`src/hdl/fcedir_consts.svh`:
```
// Register offsets, field positions, reset values and limits for the load encoder block
`ifndef FCEDIR_CONSTS_SVH
`define FCEDIR_CONSTS_SVH
`define FCEDIR_OFS_CFG 12'h000
`define FCEDIR_OFS_COUNTS 12'h004
`define FCEDIR_OFS_PULSES 12'h008
`define FCEDIR_OFS_APPLY 12'h00c
`define FCEDIR_OFS_STATUS 12'h010
`define FCEDIR_OFS_FBCOUNT 12'h014
`define FCEDIR_OFS_REFCMD 12'h018
`define FCEDIR_OFS_ACTCNT 12'h01c
`define FCEDIR_OFS_ACTPUL 12'h020
`define FCEDIR_CFG_DIR_BIT 0
`define FCEDIR_CFG_USE_LSB 4
`define FCEDIR_RST_USE 4'h0
`define FCEDIR_RST_DIR 1'h0
`define FCEDIR_RST_COUNTS 21'h008000
`define FCEDIR_RST_PULSES 21'h000400
`define FCEDIR_MIN_COUNTS 21'h000004
`define FCEDIR_MIN_PULSES 21'h000064
`define FCEDIR_MAX_COUNT 21'h100000
`endif

```
`src/hdl/fcedir_pkg.sv`:
```
// Types for the load encoder direction and scaling block
`default_nettype none
package fcedir_pkg;
  typedef enum logic [1:0] {fcedir_src_none, fcedir_src_serial, fcedir_src_pulse} fcedir_src_t;
endpackage
`default_nettype wire

```
`src/hdl/fcedir_top.sv`:
```
// Load encoder usage, direction, scaling and quadrature counting block
//
// The placing of the registers and the APB slave port were chosen for this implementation.
`default_nettype none
`include "fcedir_consts.svh"

// Summary of operation
// Usage value 0 runs with no load encoder and ignores all load feedback.
// Usage 1 selects a serial load encoder that counts up for CCW motor rotation.
// Usage 3 selects a serial load encoder that counts down for CCW motor rotation.
// Usage 5 and 7 select a pulse load encoder, counting up and down for CCW rotation.
// Software never writes the reserved usage values 2, 4, 6 or 8.
// Motor direction follows the direction select bit; encoder direction follows both. The divided output and feedback count ignore the select bit.
// For a forward reference the divided pulse output has phase B leading phase A.
// Forward is the direction in which feedback counts up, reverse counts down.
// Serial counts per motor revolution span 4 to 1048576, default 32768, applied on restart.
// For a pulse encoder the per revolution count is entered already times four.
// The pre quadrature pulse count spans 100 to 1048576, default 1024, applied on restart.
// Software rounds a fractional per revolution count to an integer.
// Software picks usage by turning the motor CCW with select 0 and usage 1.
// The feedback counter counts in pulses of one encoder pitch each.
// Quadrature inputs are decoded at four counts per cycle by phase order.
module fcedir_top
  import fcedir_pkg::*;
(
  // APB clock and reset
  input wire logic pclk,
  input wire logic presetn,
  // APB slave
  input wire logic psel,
  input wire logic penable,
  input wire logic pwrite,
  input wire logic [11:0] paddr,
  input wire logic [31:0] pwdata,
  output logic [31:0] prdata,
  output logic pready,
  output logic pslverr,
  // Load encoder pins
  input wire logic load_phase_a,
  input wire logic load_phase_b,
  input wire logic serial_step,
  input wire logic serial_up,
  // Motor and divided pulse outputs
  output logic motor_ccw,
  output logic div_phase_a,
  output logic div_phase_b
);

  // ---------------------------------------------------------------
  // Registers
  // ---------------------------------------------------------------
  logic [3:0] pend_use;
  logic pend_dir;
  logic [20:0] pend_counts;
  logic [20:0] pend_pulses;
  logic [3:0] load_encoder_usage;
  logic rotation_direction_select;
  logic [20:0] load_counts_per_motor_rev;
  logic [20:0] load_pulses_pre_quadrature;
  logic ref_forward;
  logic ref_step;
  logic apply_req;
  logic [31:0] fb_count;
  logic [1:0] div_state;
  fcedir_src_t src;
  logic count_inverted;

  logic [1:0] qa_sync;
  logic [1:0] qb_sync;
  logic [1:0] ss_sync;
  logic [1:0] su_sync;
  logic qa_prev;
  logic qb_prev;
  logic ss_prev;

  logic wr_en;
  logic rd_en;
  logic addr_ok;
  logic [20:0] wdata21;

  assign wr_en = psel & penable & pwrite;
  assign rd_en = psel & penable & ~pwrite;
  assign wdata21 = pwdata[20:0];
  assign addr_ok = (paddr == `FCEDIR_OFS_CFG) || (paddr == `FCEDIR_OFS_COUNTS) ||
                   (paddr == `FCEDIR_OFS_PULSES) || (paddr == `FCEDIR_OFS_APPLY) ||
                   (paddr == `FCEDIR_OFS_STATUS) || (paddr == `FCEDIR_OFS_FBCOUNT) ||
                   (paddr == `FCEDIR_OFS_REFCMD) || (paddr == `FCEDIR_OFS_ACTCNT) ||
                   (paddr == `FCEDIR_OFS_ACTPUL);

  // ---------------------------------------------------------------
  // Pending settings, taken from software, held until restart
  // ---------------------------------------------------------------
  always_ff @(posedge pclk or negedge presetn) begin
    if (!presetn) begin
      pend_use <= `FCEDIR_RST_USE;
      pend_dir <= `FCEDIR_RST_DIR;
      pend_counts <= `FCEDIR_RST_COUNTS;
      pend_pulses <= `FCEDIR_RST_PULSES;
    end else if (wr_en) begin
      if (paddr == `FCEDIR_OFS_CFG) begin
        pend_dir <= pwdata[`FCEDIR_CFG_DIR_BIT];
        pend_use <= pwdata[`FCEDIR_CFG_USE_LSB +: 4]; // Reserved codes decode as none
      end
      // Out of range values are clamped into the legal span
      if (paddr == `FCEDIR_OFS_COUNTS) begin
        if (pwdata > 32'(`FCEDIR_MAX_COUNT)) begin
          pend_counts <= `FCEDIR_MAX_COUNT;
        end else if (wdata21 < `FCEDIR_MIN_COUNTS) begin
          pend_counts <= `FCEDIR_MIN_COUNTS;
        end else begin
          pend_counts <= wdata21;
        end
      end
      if (paddr == `FCEDIR_OFS_PULSES) begin
        if (pwdata > 32'(`FCEDIR_MAX_COUNT)) begin
          pend_pulses <= `FCEDIR_MAX_COUNT;
        end else if (wdata21 < `FCEDIR_MIN_PULSES) begin
          pend_pulses <= `FCEDIR_MIN_PULSES;
        end else begin
          pend_pulses <= wdata21;
        end
      end
    end
  end

  // Restart request pulse, one cycle after the write
  always_ff @(posedge pclk or negedge presetn) begin
    if (!presetn) begin
      apply_req <= 1'b0;
    end else begin
      apply_req <= wr_en && (paddr == `FCEDIR_OFS_APPLY) && pwdata[0];
    end
  end

  // Active settings, updated only at restart
  always_ff @(posedge pclk or negedge presetn) begin
    if (!presetn) begin
      load_encoder_usage <= `FCEDIR_RST_USE;
      rotation_direction_select <= `FCEDIR_RST_DIR;
      load_counts_per_motor_rev <= `FCEDIR_RST_COUNTS;
      load_pulses_pre_quadrature <= `FCEDIR_RST_PULSES;
    end else if (apply_req) begin
      load_encoder_usage <= pend_use;
      rotation_direction_select <= pend_dir;
      load_counts_per_motor_rev <= pend_counts;
      load_pulses_pre_quadrature <= pend_pulses;
    end
  end

  // Reference direction and step command from software
  always_ff @(posedge pclk or negedge presetn) begin
    if (!presetn) begin
      ref_forward <= 1'b1;
      ref_step <= 1'b0;
    end else begin
      ref_step <= wr_en && (paddr == `FCEDIR_OFS_REFCMD) && pwdata[1];
      if (wr_en && (paddr == `FCEDIR_OFS_REFCMD)) begin
        ref_forward <= pwdata[0];
      end
    end
  end

  // ---------------------------------------------------------------
  // Usage decode
  // ---------------------------------------------------------------
  always_comb begin
    src = fcedir_src_none;
    count_inverted = 1'b0;
    case (load_encoder_usage)
      4'h1: src = fcedir_src_serial;
      4'h3: begin
        src = fcedir_src_serial;
        count_inverted = 1'b1;
      end
      4'h5: src = fcedir_src_pulse;
      4'h7: begin
        src = fcedir_src_pulse;
        count_inverted = 1'b1;
      end
      default: src = fcedir_src_none; // Reserved codes run as no encoder
    endcase
  end

  // ---------------------------------------------------------------
  // Input synchronisers
  // ---------------------------------------------------------------
  always_ff @(posedge pclk or negedge presetn) begin
    if (!presetn) begin
      qa_sync <= 2'h0;
      qb_sync <= 2'h0;
      ss_sync <= 2'h0;
      su_sync <= 2'h0;
      qa_prev <= 1'b0;
      qb_prev <= 1'b0;
      ss_prev <= 1'b0;
    end else begin
      qa_sync <= {qa_sync[0], load_phase_a};
      qb_sync <= {qb_sync[0], load_phase_b};
      ss_sync <= {ss_sync[0], serial_step};
      su_sync <= {su_sync[0], serial_up};
      qa_prev <= qa_sync[1];
      qb_prev <= qb_sync[1];
      ss_prev <= ss_sync[1];
    end
  end

  // ---------------------------------------------------------------
  // Feedback counter
  // ---------------------------------------------------------------
  logic q_move;
  logic q_up;
  logic raw_move;
  logic raw_up;
  logic quad_move;

  // Any change of one phase is one count; A leading B counts up
  assign quad_move = (qa_sync[1] ^ qa_prev) ^ (qb_sync[1] ^ qb_prev);
  assign q_move = quad_move;
  assign q_up = qa_sync[1] ^ qb_prev;

  always_comb begin
    raw_move = 1'b0;
    raw_up = 1'b0;
    unique case (src)
      fcedir_src_serial: begin
        raw_move = ss_sync[1] & ~ss_prev;
        raw_up = su_sync[1];
      end
      fcedir_src_pulse: begin
        raw_move = q_move;
        raw_up = q_up;
      end
      fcedir_src_none: begin
        raw_move = 1'b0; // Load feedback ignored
        raw_up = 1'b0;
      end
    endcase
  end

  // One count per encoder pitch; forward counts up, reverse down
  always_ff @(posedge pclk or negedge presetn) begin
    if (!presetn) begin
      fb_count <= 32'h00000000;
    end else if (apply_req) begin
      fb_count <= 32'h00000000;
    end else if (raw_move) begin
      if (raw_up ^ count_inverted) begin
        fb_count <= fb_count + 32'h00000001;
      end else begin
        fb_count <= fb_count - 32'h00000001;
      end
    end
  end

  // ---------------------------------------------------------------
  // Motor direction and divided pulse outputs
  // ---------------------------------------------------------------
  always_ff @(posedge pclk or negedge presetn) begin
    if (!presetn) begin
      motor_ccw <= 1'b1;
    end else begin
      motor_ccw <= ref_forward ^ rotation_direction_select;
    end
  end

  // Gray walk: forward makes B lead A whatever the direction select
  always_ff @(posedge pclk or negedge presetn) begin
    if (!presetn) begin
      div_state <= 2'h0;
    end else if (ref_step) begin
      if (ref_forward) begin
        div_state <= div_state + 2'h1;
      end else begin
        div_state <= div_state - 2'h1;
      end
    end
  end

  always_ff @(posedge pclk or negedge presetn) begin
    if (!presetn) begin
      div_phase_a <= 1'b0;
      div_phase_b <= 1'b0;
    end else begin
      div_phase_b <= div_state[1] ^ div_state[0];
      div_phase_a <= div_state[1];
    end
  end

  // ---------------------------------------------------------------
  // APB answer: zero wait, error on unmapped address
  // ---------------------------------------------------------------
  always_ff @(posedge pclk or negedge presetn) begin
    if (!presetn) begin
      pready <= 1'b0;
      pslverr <= 1'b0;
      prdata <= 32'h00000000;
    end else begin
      pready <= psel & ~penable;
      pslverr <= psel & ~penable & ~addr_ok;
      prdata <= 32'h00000000;
      if (psel & ~penable & ~pwrite) begin
        case (paddr)
          `FCEDIR_OFS_CFG: prdata <= {24'h000000, pend_use, 3'h0, pend_dir};
          `FCEDIR_OFS_COUNTS: prdata <= {11'h000, pend_counts};
          `FCEDIR_OFS_PULSES: prdata <= {11'h000, pend_pulses};
          `FCEDIR_OFS_STATUS: prdata <= {16'h0000, load_encoder_usage, 3'h0,
                                         rotation_direction_select, 6'h00, src};
          `FCEDIR_OFS_FBCOUNT: prdata <= fb_count;
          `FCEDIR_OFS_REFCMD: prdata <= {31'h00000000, ref_forward};
          `FCEDIR_OFS_ACTCNT: prdata <= {11'h000, load_counts_per_motor_rev};
          `FCEDIR_OFS_ACTPUL: prdata <= {11'h000, load_pulses_pre_quadrature};
          default: prdata <= 32'h00000000;
        endcase
      end
    end
  end

endmodule
`default_nettype wire

```
`config.mk`:
```
export PLATFORM = sky130hd
export DESIGN_NAME = fcedir_top
export DESIGN_NICKNAME = d
export VERILOG_FILES = /design/src/hdl/fcedir_pkg.sv /design/src/hdl/fcedir_top.sv
export VERILOG_INCLUDE_DIRS = /design/src /design/src/hdl
export SDC_FILE = /design/constraint.sdc
export NUM_CORES = 1
export LEC_CHECK = 0
export ABC_AREA = 1
export BUFFER_PORTS_ARGS = -buffer_cell sky130_fd_sc_hd__buf_2
export CORE_MARGIN = 2
export CORE_UTILIZATION = 53
export CTS_BUF_LIST = sky130_fd_sc_hd__clkbuf_8 sky130_fd_sc_hd__clkbuf_16
export DETAILED_ROUTE_END_ITERATION = 12
export HOLD_SLACK_MARGIN = 0.05
export PLACE_DENSITY = 0.73
export SETUP_SLACK_MARGIN = 0.02
export SLEW_MARGIN = 20
export SYNTH_ARGS = -nofsm -noshare
export SYNTH_HDL_FRONTEND = slang
export SYNTH_SLANG_ARGS = --single-unit
export TNS_END_PERCENT = 20
```
`constraint.sdc`:
```
create_clock -name pclk -period 3.6 [get_ports pclk]
set_input_delay 0.72 -clock pclk [delete_from_list [all_inputs] [get_ports pclk]]
set_output_delay 0.72 -clock pclk [all_outputs]
set_load 0.05 [all_outputs]
```
After elaboration in Yosys (flattened, before gate mapping)
Cells that the tools add are included.
Widths: inputs -> output; s select.
- $add $sub $neg: 4
- order comparisons: 3
- equal/unequal tests: 14
- mux-type cells: 14
- bitwise logic cells: 17
- reduce and logical (&&, ||, !) cells: 21
- operators by type and width (operator ; number):
    $pmux 32 s8 ; 1
    $mux 32 ; 4
    $mux 21 ; 4
    $eq 12x5->1 const B ; 4
    $add 32x1->32 const B ; 1
    $gt 32x21->1 const B ; 1
    $sub 32x1->32 const B ; 1
    $eq 12x4->1 const B ; 2
    $lt 21x3->1 const B ; 1
    $lt 21x7->1 const B ; 1
    $eq 12x3->1 const B ; 1
    $eq 12x6->1 const B ; 1
    $logic_not 12->1 ; 1
    $eq 4x3->1 const B ; 2
    $logic_or 1x1->1 ; 8
    $xor 1x1->1 ; 7
    $and 1x1->1 ; 6
    $pmux 1 s3 ; 2
    $reduce_and 2->1 ; 3
    $reduce_or 2->1 ; 3
    $eq 4x1->1 const B ; 1
    $eq 4x2->1 const B ; 1
    $logic_and 1x1->1 ; 4
    $not 1->1 ; 4
    other kinds (9) ; 9
- flip-flop bits (word level): 179
- bits of input ports: 53
- logic and storage cells: 99

Logic depth before layout (Yosys ltp)
Gate-level depths: netlist (run 1).
- word-level depth: 11
- mapped depth: 21
- mapped depth without buffers: 21

Least setup slack after synthesis (run 1)
Ideal clock, no wire load.
- kind: register to register
- from: register load_encoder_usage[3]
- to: register fb_count[31]
- data arrival time: 2.248 ns
- required time: 3.483 ns
- path slack: 1.235 ns
- cell stages (with the launch flop): 19
- buffers on the path: 3
- period minus slack after synthesis: 2.365 ns
- path through: dfrtp_1 inv_1 nand4_1 nand3_2 nand2_4 buf_6 buf_6 buf_6 ha_1 inv_1 nor2_1 nand2_1 nor2_1 and2_1 nand2_1 nand2_1 nand2_1 nand3_1 nand2_1
- longest elaborated chain between the ends: 9
- elaborated cells on any way between the ends: 19
- those cells by class: eq/ne: 6; mux: 7; bitwise: 1; reduce/logical: 5
- RTL lines (element ; RTL line ; source):
    start: declaration ; fcedir_top.sv:56 ; logic [3:0] load_encoder_usage;
    start signal: assignment ; fcedir_top.sv:138 ; load_encoder_usage <= `FCEDIR_RST_USE;
    start signal: assignment ; fcedir_top.sv:143 ; load_encoder_usage <= pend_use;
    $eq 4x3->1 (tied with other cells) ; fcedir_top.sv:169 ; case (load_encoder_usage)
    $reduce_or 2->1 (no line) ; -- ;
    $pmux 2 s2 ; fcedir_top.sv:169 ;
    $eq 2x2->1 (tied with other cells) ; fcedir_top.sv:224 ; unique case (src)
    $pmux 1 s3 ; fcedir_top.sv:224 ;
    $xor 1x1->1 ; fcedir_top.sv:247 ; if (raw_up ^ count_inverted) begin
    $mux 32 ; fcedir_top.sv:247 ;
    $mux 32 ; fcedir_top.sv:246 ; end else if (raw_move) begin
    $mux 32 ; fcedir_top.sv:244 ; end else if (apply_req) begin
    end signal: assignment ; fcedir_top.sv:248 ; fb_count <= fb_count + 32'h00000001;
    end signal: assignment ; fcedir_top.sv:250 ; fb_count <= fb_count - 32'h00000001;
    end: declaration ; fcedir_top.sv:63 ; logic [31:0] fb_count;
Parallel ways exist; a longest one is shown, timed or not. The select of a mux whose other input is x is not followed.
A chain may end at the register's enable or synchronous reset.

Worst setup path in the final report (run 1)
- from: register load_encoder_usage[3]
- to: register fb_count[11]
Same word-level chain as after synthesis.

==> results of run 1 <==
[stage by stage]
| step | hold slack [ns] | area, µm² | total power [mW] | setup slack (ns) | cells |
|---|---|---|---|---|---|
| floorplan | 0.331 | 9430 | 2.11 | 1.23 | 1204 |
| global placement | 0.333 | 10100 | 2.21 | 0.744 | 1494 |
| detailed placement | 0.336 | 10100 | 2.21 | 0.651 | 1494 |
| CTS | 0.351 | 10700 | 4.06 | 0.737 | 1526 |
| global route | 0.362 | 10700 | 4.16 | 0.415 | 1526 |
| finish | 0.325 | 10700 | 4.03 | 0.702 | 1526 |
[power groups by stage]
| stage | clock (mW) | combinational, mW | sequential (mW) |
|---|---|---|---|
| after floorplan | 0 | 0.0442 | 2.07 |
| after global placement | 0 | 0.145 | 2.06 |
| after detailed placement | 0 | 0.146 | 2.06 |
| after CTS | 1.89 | 0.147 | 2.02 |
| after global routing | 1.97 | 0.165 | 2.02 |
| final | 1.86 | 0.145 | 2.02 |
[cells by family (layout without fill, tap and decap cells)]
| group | after synthesis | in the layout | share of synthesized area, % |
|---|---|---|---|
| compound gates | 251 | 251 | 15.9 |
| xor+xnor | 15 | 15 | 1.39 |
| fa+ha+maj | 2 | 2 | 0.265 |
| buf+inv | 215 | 312 | 9.31 |
| flops | 179 | 179 | 47.6 |
| mux | 6 | 6 | 0.716 |
| simple gates | 536 | 536 | 24.9 |
[metal layers]
metal | routed length (µm) | vias to the layer above | global-route usage, %
met5 | 0 | - | 0
met4 | 944 | 0 | 13.1
met3 | 1570 | 64 | 5.45
met2 | 12400 | 330 | 47.4
met1 | 10900 | 4064 | 37.6
li1 | - | 4119 | -
[area by class of cell]
| cell class | count | area, µm² |
|---|---|---|
| Clock buffer | 18 | 439 |
| Clock inverter | 14 | 164 |
| Fill cell | 1612 | 6680 |
| Inverter | 177 | 664 |
| Multi-Input combinational cell | 810 | 4070 |
| Sequential cell | 179 | 4490 |
| Tap cell | 225 | 282 |
| Timing Repair Buffer | 103 | 569 |
[cells in the final DEF (no fill, tap or decap), drive strengths merged]
master,netlist,final
nand2,338,338
inv,173,178
dfrtp,173,173
o21ai,110,110
buf,14,103
nor2,98,98
nand3,60,60
o22ai,55,55
a21oi,37,37
o41ai,25,25
nor3,19,19
clkbuf,24,18
xor2,13,13
clkinv,4,12
a211oi,10,10
nor4,7,7
and2,7,7
mux2,6,6
dfstp,6,6
nand4,4,4
a2111oi,3,3
o31ai,3,3
a221oi,2,2
xnor2,2,2
ha,2,2
or2,2,2
o211ai,1,1
a31oi,1,1
nor3b,1,1
a41oi,1,1
o21bai,1,1
a21boi,1,1
o32ai,1,1
clkinvlp,0,1
[critical path: stages, from the launching register on]
cell and delay [ns]:
dfrtp_1 0.40, inv_1 0.14, nand4_1 0.21, nand2_2 0.15, nand2_2 0.08, nand2_4 0.50
nand2_1 0.19, nand2_1 0.17, o21bai_1 0.12, nand2_1 0.09, nand2_2 0.08, nand2_2 0.08
nand2_2 0.08, o21ai_0 0.26, o21ai_0 0.18
[registers in the layout, summed over array words and instances, names as in the netlist, 4 cells and up]
name and flops:
fb_count 32, load_counts_per_motor_rev 21, load_encoder_usage 4, load_pulses_pre_quadrature 21
pend_counts 21, pend_pulses 21, pend_use 4, prdata 32
[path summary, 6_finish.rpt]
path,from,to
worst max-delay path,load_encoder_usage[3],fb_count[11]
worst min-delay path,presetn,load_pulses_pre_quadrature[17]
worst max register to register,load_encoder_usage[3],fb_count[11]
worst min register to register,ss_sync[0],ss_sync[1]
max in group asynchronous,presetn,fb_count[5]
min in group pclk,ss_sync[0],ss_sync[1]
==> out/metrics.cfg, run 1 <==
[power_and_ir_drop]
clkPwrFrac_pct=46.2
power_per_cell_area_nw_per_um2=378
pwr-share-comb_pct=3.6
p_leak_nw=5.35
vdd_drop_max_v=0.000308
intPower_mw=3.01
power.switching_fraction_pct=25.2
net-switching-power_mw=1.02
sequentialPowerShare_pct=50.2

[timing]
fin_setup_tns_ns=0
worst_pin_slew_ns=0.832
slew_headroom_pct=44.6
finalSetupViolations=0
ratio_of_final_minimum_period_to_clock_period_pct=80.5
grt_setup_unrepaired=no
final.min_clock_period_ns=2.90
max_freq_ghz=0.345
finClkSkew_ns=0.0149
hold_violations=0
final_max_slew_viol_count=0

[synth]
syn-mean-instance-area_um2=7.84
synth_async_sr_flop_share_pct=100
synth_top_cells_by_area=dfrtp_1, nand2_1, inv_1, o21ai_0, o22ai_1
yosys.cell_types.count=49
synth.most_common_cell=nand2_1
synth_edf_count=0
synth_top_flop_cell=dfrtp_1
synthesis.instances=1204
syn_nets=1259
synth-seq-area-share_pct=47.6
post_synth_instance_area_um2=9430
synth_top_cells_by_count=nand2_1, dfrtp_1, inv_1, o21ai_0, nor2_1
netlist.area_leader.share_pct=45.9
synth_area_leader=dfrtp_1
synth.ff_latch_count=179
synthesis.yosys.warnings=0

[global_route]
grt_pass1_wl_um=41800
global_route.usage.total_pct=29.0
grt_antenna_before_repair=0
grt_pass1_vias=8331
grt_max_degree=90
overflow=0

[detailed_routing]
post_drt_wl_per_cell_um=16.9
totalWireLength_um=25800
drtAntennaViolNets=0
avgViaCountPerCell=5.62
initialDrtViolationCount=606
route.vias.total=8577
post-route-drc-count=0
detail_route.first_pass.iterations=6

[placement]
placement.io_buffers=89
place_hpwl_um=18600
routabilityCongestion=0.980

[worst_setup_path]
worst_ep_arrival_time_ns=3.19
timing.reg2reg.worst_path_depth=14
worstPathMaxFanout=62
r2r_setup_slack_ns=0.70
setup.worst_path.end_class=flip-flop
critical_path.startpoint_type=flip-flop
worstPathRequired_ns=3.90
timing_worst_setup_path_type=reg -> reg

[floorplan]
ios=90
core_um2=17400
core.rowCount=48
die-height_um=137
die_area_um2=18900
die_w_um=137
floorplan.initialDensity_pct=54.4

[cts]
clk_root_buffer_cell=clkbuf_16
worst_setup_hold_path_clk_slew_ns=0.07
ctsResizeCount=0
postCtsHoldBufs=0
htree_num_levels=4
max-clock-path-buffers=2
tritoncts=done
cts_inserted_buffers=17
clock_latency_at_the_later_pin_of_the_worst_skew_pair_ns=0.44
post_cts_buffers=0
cts_num_sinks=179

[finish]
final_core_utilization_pct=61.5
share_of_cells_above_drive_strength_1_pct=16.1
flow.area_growth_from_synthesis_pct=13.2
num_antenna_cells=0
final_net_count=1343

[status]
run_status=complete, no violations

[hold_path]
min_path_type=in -> async

[flow_run]
maxCapViolCount=0

Power figures use the tool's default switching activity.
==> run 2: changes to the inputs <==
==> constraint.sdc (replaced) <==
create_clock -name pclk -period 2.78 [get_ports pclk]
set_input_delay 0.556 -clock pclk [delete_from_list [all_inputs] [get_ports pclk]]
set_output_delay 0.556 -clock pclk [all_outputs]
set_load 0.05 [all_outputs]
==> out/metrics.cfg, run 2 (synthesis results as in run 1) <==
[status]
run_status=complete, no violations

[timing]
hold_violations=0
finalSetupViolations=0
fin_setup_tns_ns=0
finClkSkew_ns=0.0102
grt_setup_unrepaired=yes
max_freq_ghz=0.397
final.min_clock_period_ns=2.52
worst_pin_slew_ns=0.801
ratio_of_final_minimum_period_to_clock_period_pct=90.7
final_max_slew_viol_count=0
slew_headroom_pct=45.9

[worst_setup_path]
critical-path-slowest-cell=dfrtp_2
worst_path_most_repeated_cell=nand2_1
critical-path-top-delay-family=simple AND/OR/NAND/NOR gates
worstPathMaxFanout=30
setup.worst_path.end_class=flip-flop
timing_worst_setup_path_type=reg -> reg
worstPathRequired_ns=3.11
worst_ep_arrival_time_ns=2.86
critical_path.startpoint_type=flip-flop
crit_buf_inv=1
critPathMaxStageDelay_ns=0.42
crit_path_cells=nand2_1 -> nor2_2 -> nand2_2 -> nand3_2 -> nand2_8 -> buf_4 -> nand2_2 -> nand2_2 -> nor2_2 -> nand3_1 -> nor2_2 -> and2_1 -> nand2_1 -> nand2_1 -> nand2_1 -> nand3_1 -> nand2_1

[global_route]
grt_antenna_before_repair=0
grt_pass1_wl_um=42300
global_route.usage.total_pct=29.4
grt_pass1_vias=8332
overflow=0
grt_max_degree=69

[power_and_ir_drop]
total_power_mw=5.35
net-switching-power_mw=1.29
p_leak_nw=5.42
vdd_drop_max_v=0.000531
clkPwrFrac_pct=47.6
power.switching_fraction_pct=24.1
intPower_mw=4.07
sequentialPowerShare_pct=49.0
power_per_cell_area_nw_per_um2=495
pwr-share-comb_pct=3.5

[floorplan]
die-height_um=137
die_area_um2=18900
die_w_um=137
core_um2=17400
ios=90
floorplan.initialDensity_pct=54.4
core.rowCount=48

[cts]
clock_latency_at_the_later_pin_of_the_worst_skew_pair_ns=0.44
max-clock-path-buffers=2
postCtsHoldBufs=0
htree_num_levels=4
tritoncts=done
clk_root_buffer_cell=clkbuf_16
post_cts_buffers=0
worst_setup_hold_path_clk_slew_ns=0.07
cts_num_sinks=179
cts_inserted_buffers=17
ctsResizeCount=0

[detailed_routing]
detail_route.first_pass.iterations=5
drtAntennaViolNets=0
post_drt_wl_per_cell_um=17.1
totalWireLength_um=26300
avgViaCountPerCell=5.54
route.vias.total=8503
post-route-drc-count=0
initialDrtViolationCount=715

[hold_path]
min_path_type=in -> async

[finish]
flow.area_growth_from_synthesis_pct=14.7
mostFrequentLayoutCell=nand2_1
register_area_um2=4490
most-common-layout-cells=nand2_1, inv_1, dfrtp_1, o21ai_0, buf_2
final_net_count=1351
top_flop_regs=fb_count x32, prdata x32
num_antenna_cells=0
count_of_filler_cells_inserted_in_the_layout=1566
multi_input_comb_area_um2=4100
share_of_cells_above_drive_strength_1_pct=17.2
design_area_um2=10800

[flow_run]
maxCapViolCount=0

[placement]
post_dp_cell_area_um2=10200
routabilityCongestion=0.921
placement.io_buffers=89
place_hpwl_um=19100

[run 2: cell count changes in the layout (fill, tap and decap cells not counted), sizes merged]
cell,previous run,this run
clkinvlp,1,2
buf,103,111
clkinv,12,9
bufinv,0,2
[run 2: path summary, 6_finish.rpt]
path,startpoint,slack (ns),cells past startpoint,endpoint
min reg2reg,ss_sync[0],0.35,0,ss_sync[1]
min in group pclk,serial_step,0.22,1,ss_sync[0]
max reg2reg,load_encoder_usage[0],0.26,17,fb_count[27]
min,presetn,0.10,1,prdata[19]
max,load_encoder_usage[0],0.26,17,fb_count[27]
max in group asynchronous,presetn,1.88,2,load_counts_per_motor_rev[15]
[run 2: power groups by stage]
stage | clock network [mW] | registers, mW | logic [mW]
2_1_floorplan | 0 | 2.67 | 0.0573
3_5_place_dp | 0 | 2.67 | 0.188
4_1_cts | 2.56 | 2.62 | 0.189
5_1_grt | 2.67 | 2.62 | 0.211
3_3_place_gp | 0 | 2.67 | 0.187
6_report | 2.55 | 2.62 | 0.187
[run 2: worst reg2reg max path: stages (launching register included)]
cell and delay [ns]:
dfrtp_2 0.42, nand2_1 0.09, nor2_2 0.16, nand2_2 0.11, nand3_2 0.13, nand2_8 0.17
buf_4 0.24, nand2_2 0.08, nand2_2 0.11, nor2_2 0.17, nand3_1 0.14, nor2_2 0.14
and2_1 0.13, nand2_1 0.08, nand2_1 0.07, nand2_1 0.04, nand3_1 0.06, nand2_1 0.06
[run 2: layout make-up]
class | count | area share (%)
clock inverter | 14 | 1.76
sequential | 179 | 41.5
timing repair buffer | 111 | 6.05
inverter | 177 | 6.14
clock buffer | 18 | 4.06
multi-input combinational | 810 | 37.9
tap | 225 | 2.60
[run 2: per-stage QoR]
step	cells	hold WS, ns	util (%)	setup WS, ns
6_report	1534	0.104	62.4	0.258
3_5_place_dp	1502	0.336	58.5	0.0475
5_1_grt	1534	0.150	62.4	0.0141
4_1_cts	1534	0.117	62.1	0.0304
2_1_floorplan	1204	0.260	-	0.415
3_3_place_gp	1502	0.337	58.5	0.119
[run 2: metal layers]
metal	GRT usage (%)	vias up	wire, µm
li1	-	4129	-
met1	38.2	4005	11000
met2	48.7	310	12600
met3	5.48	59	1850
met4	11.6	0	748
met5	0	-	0
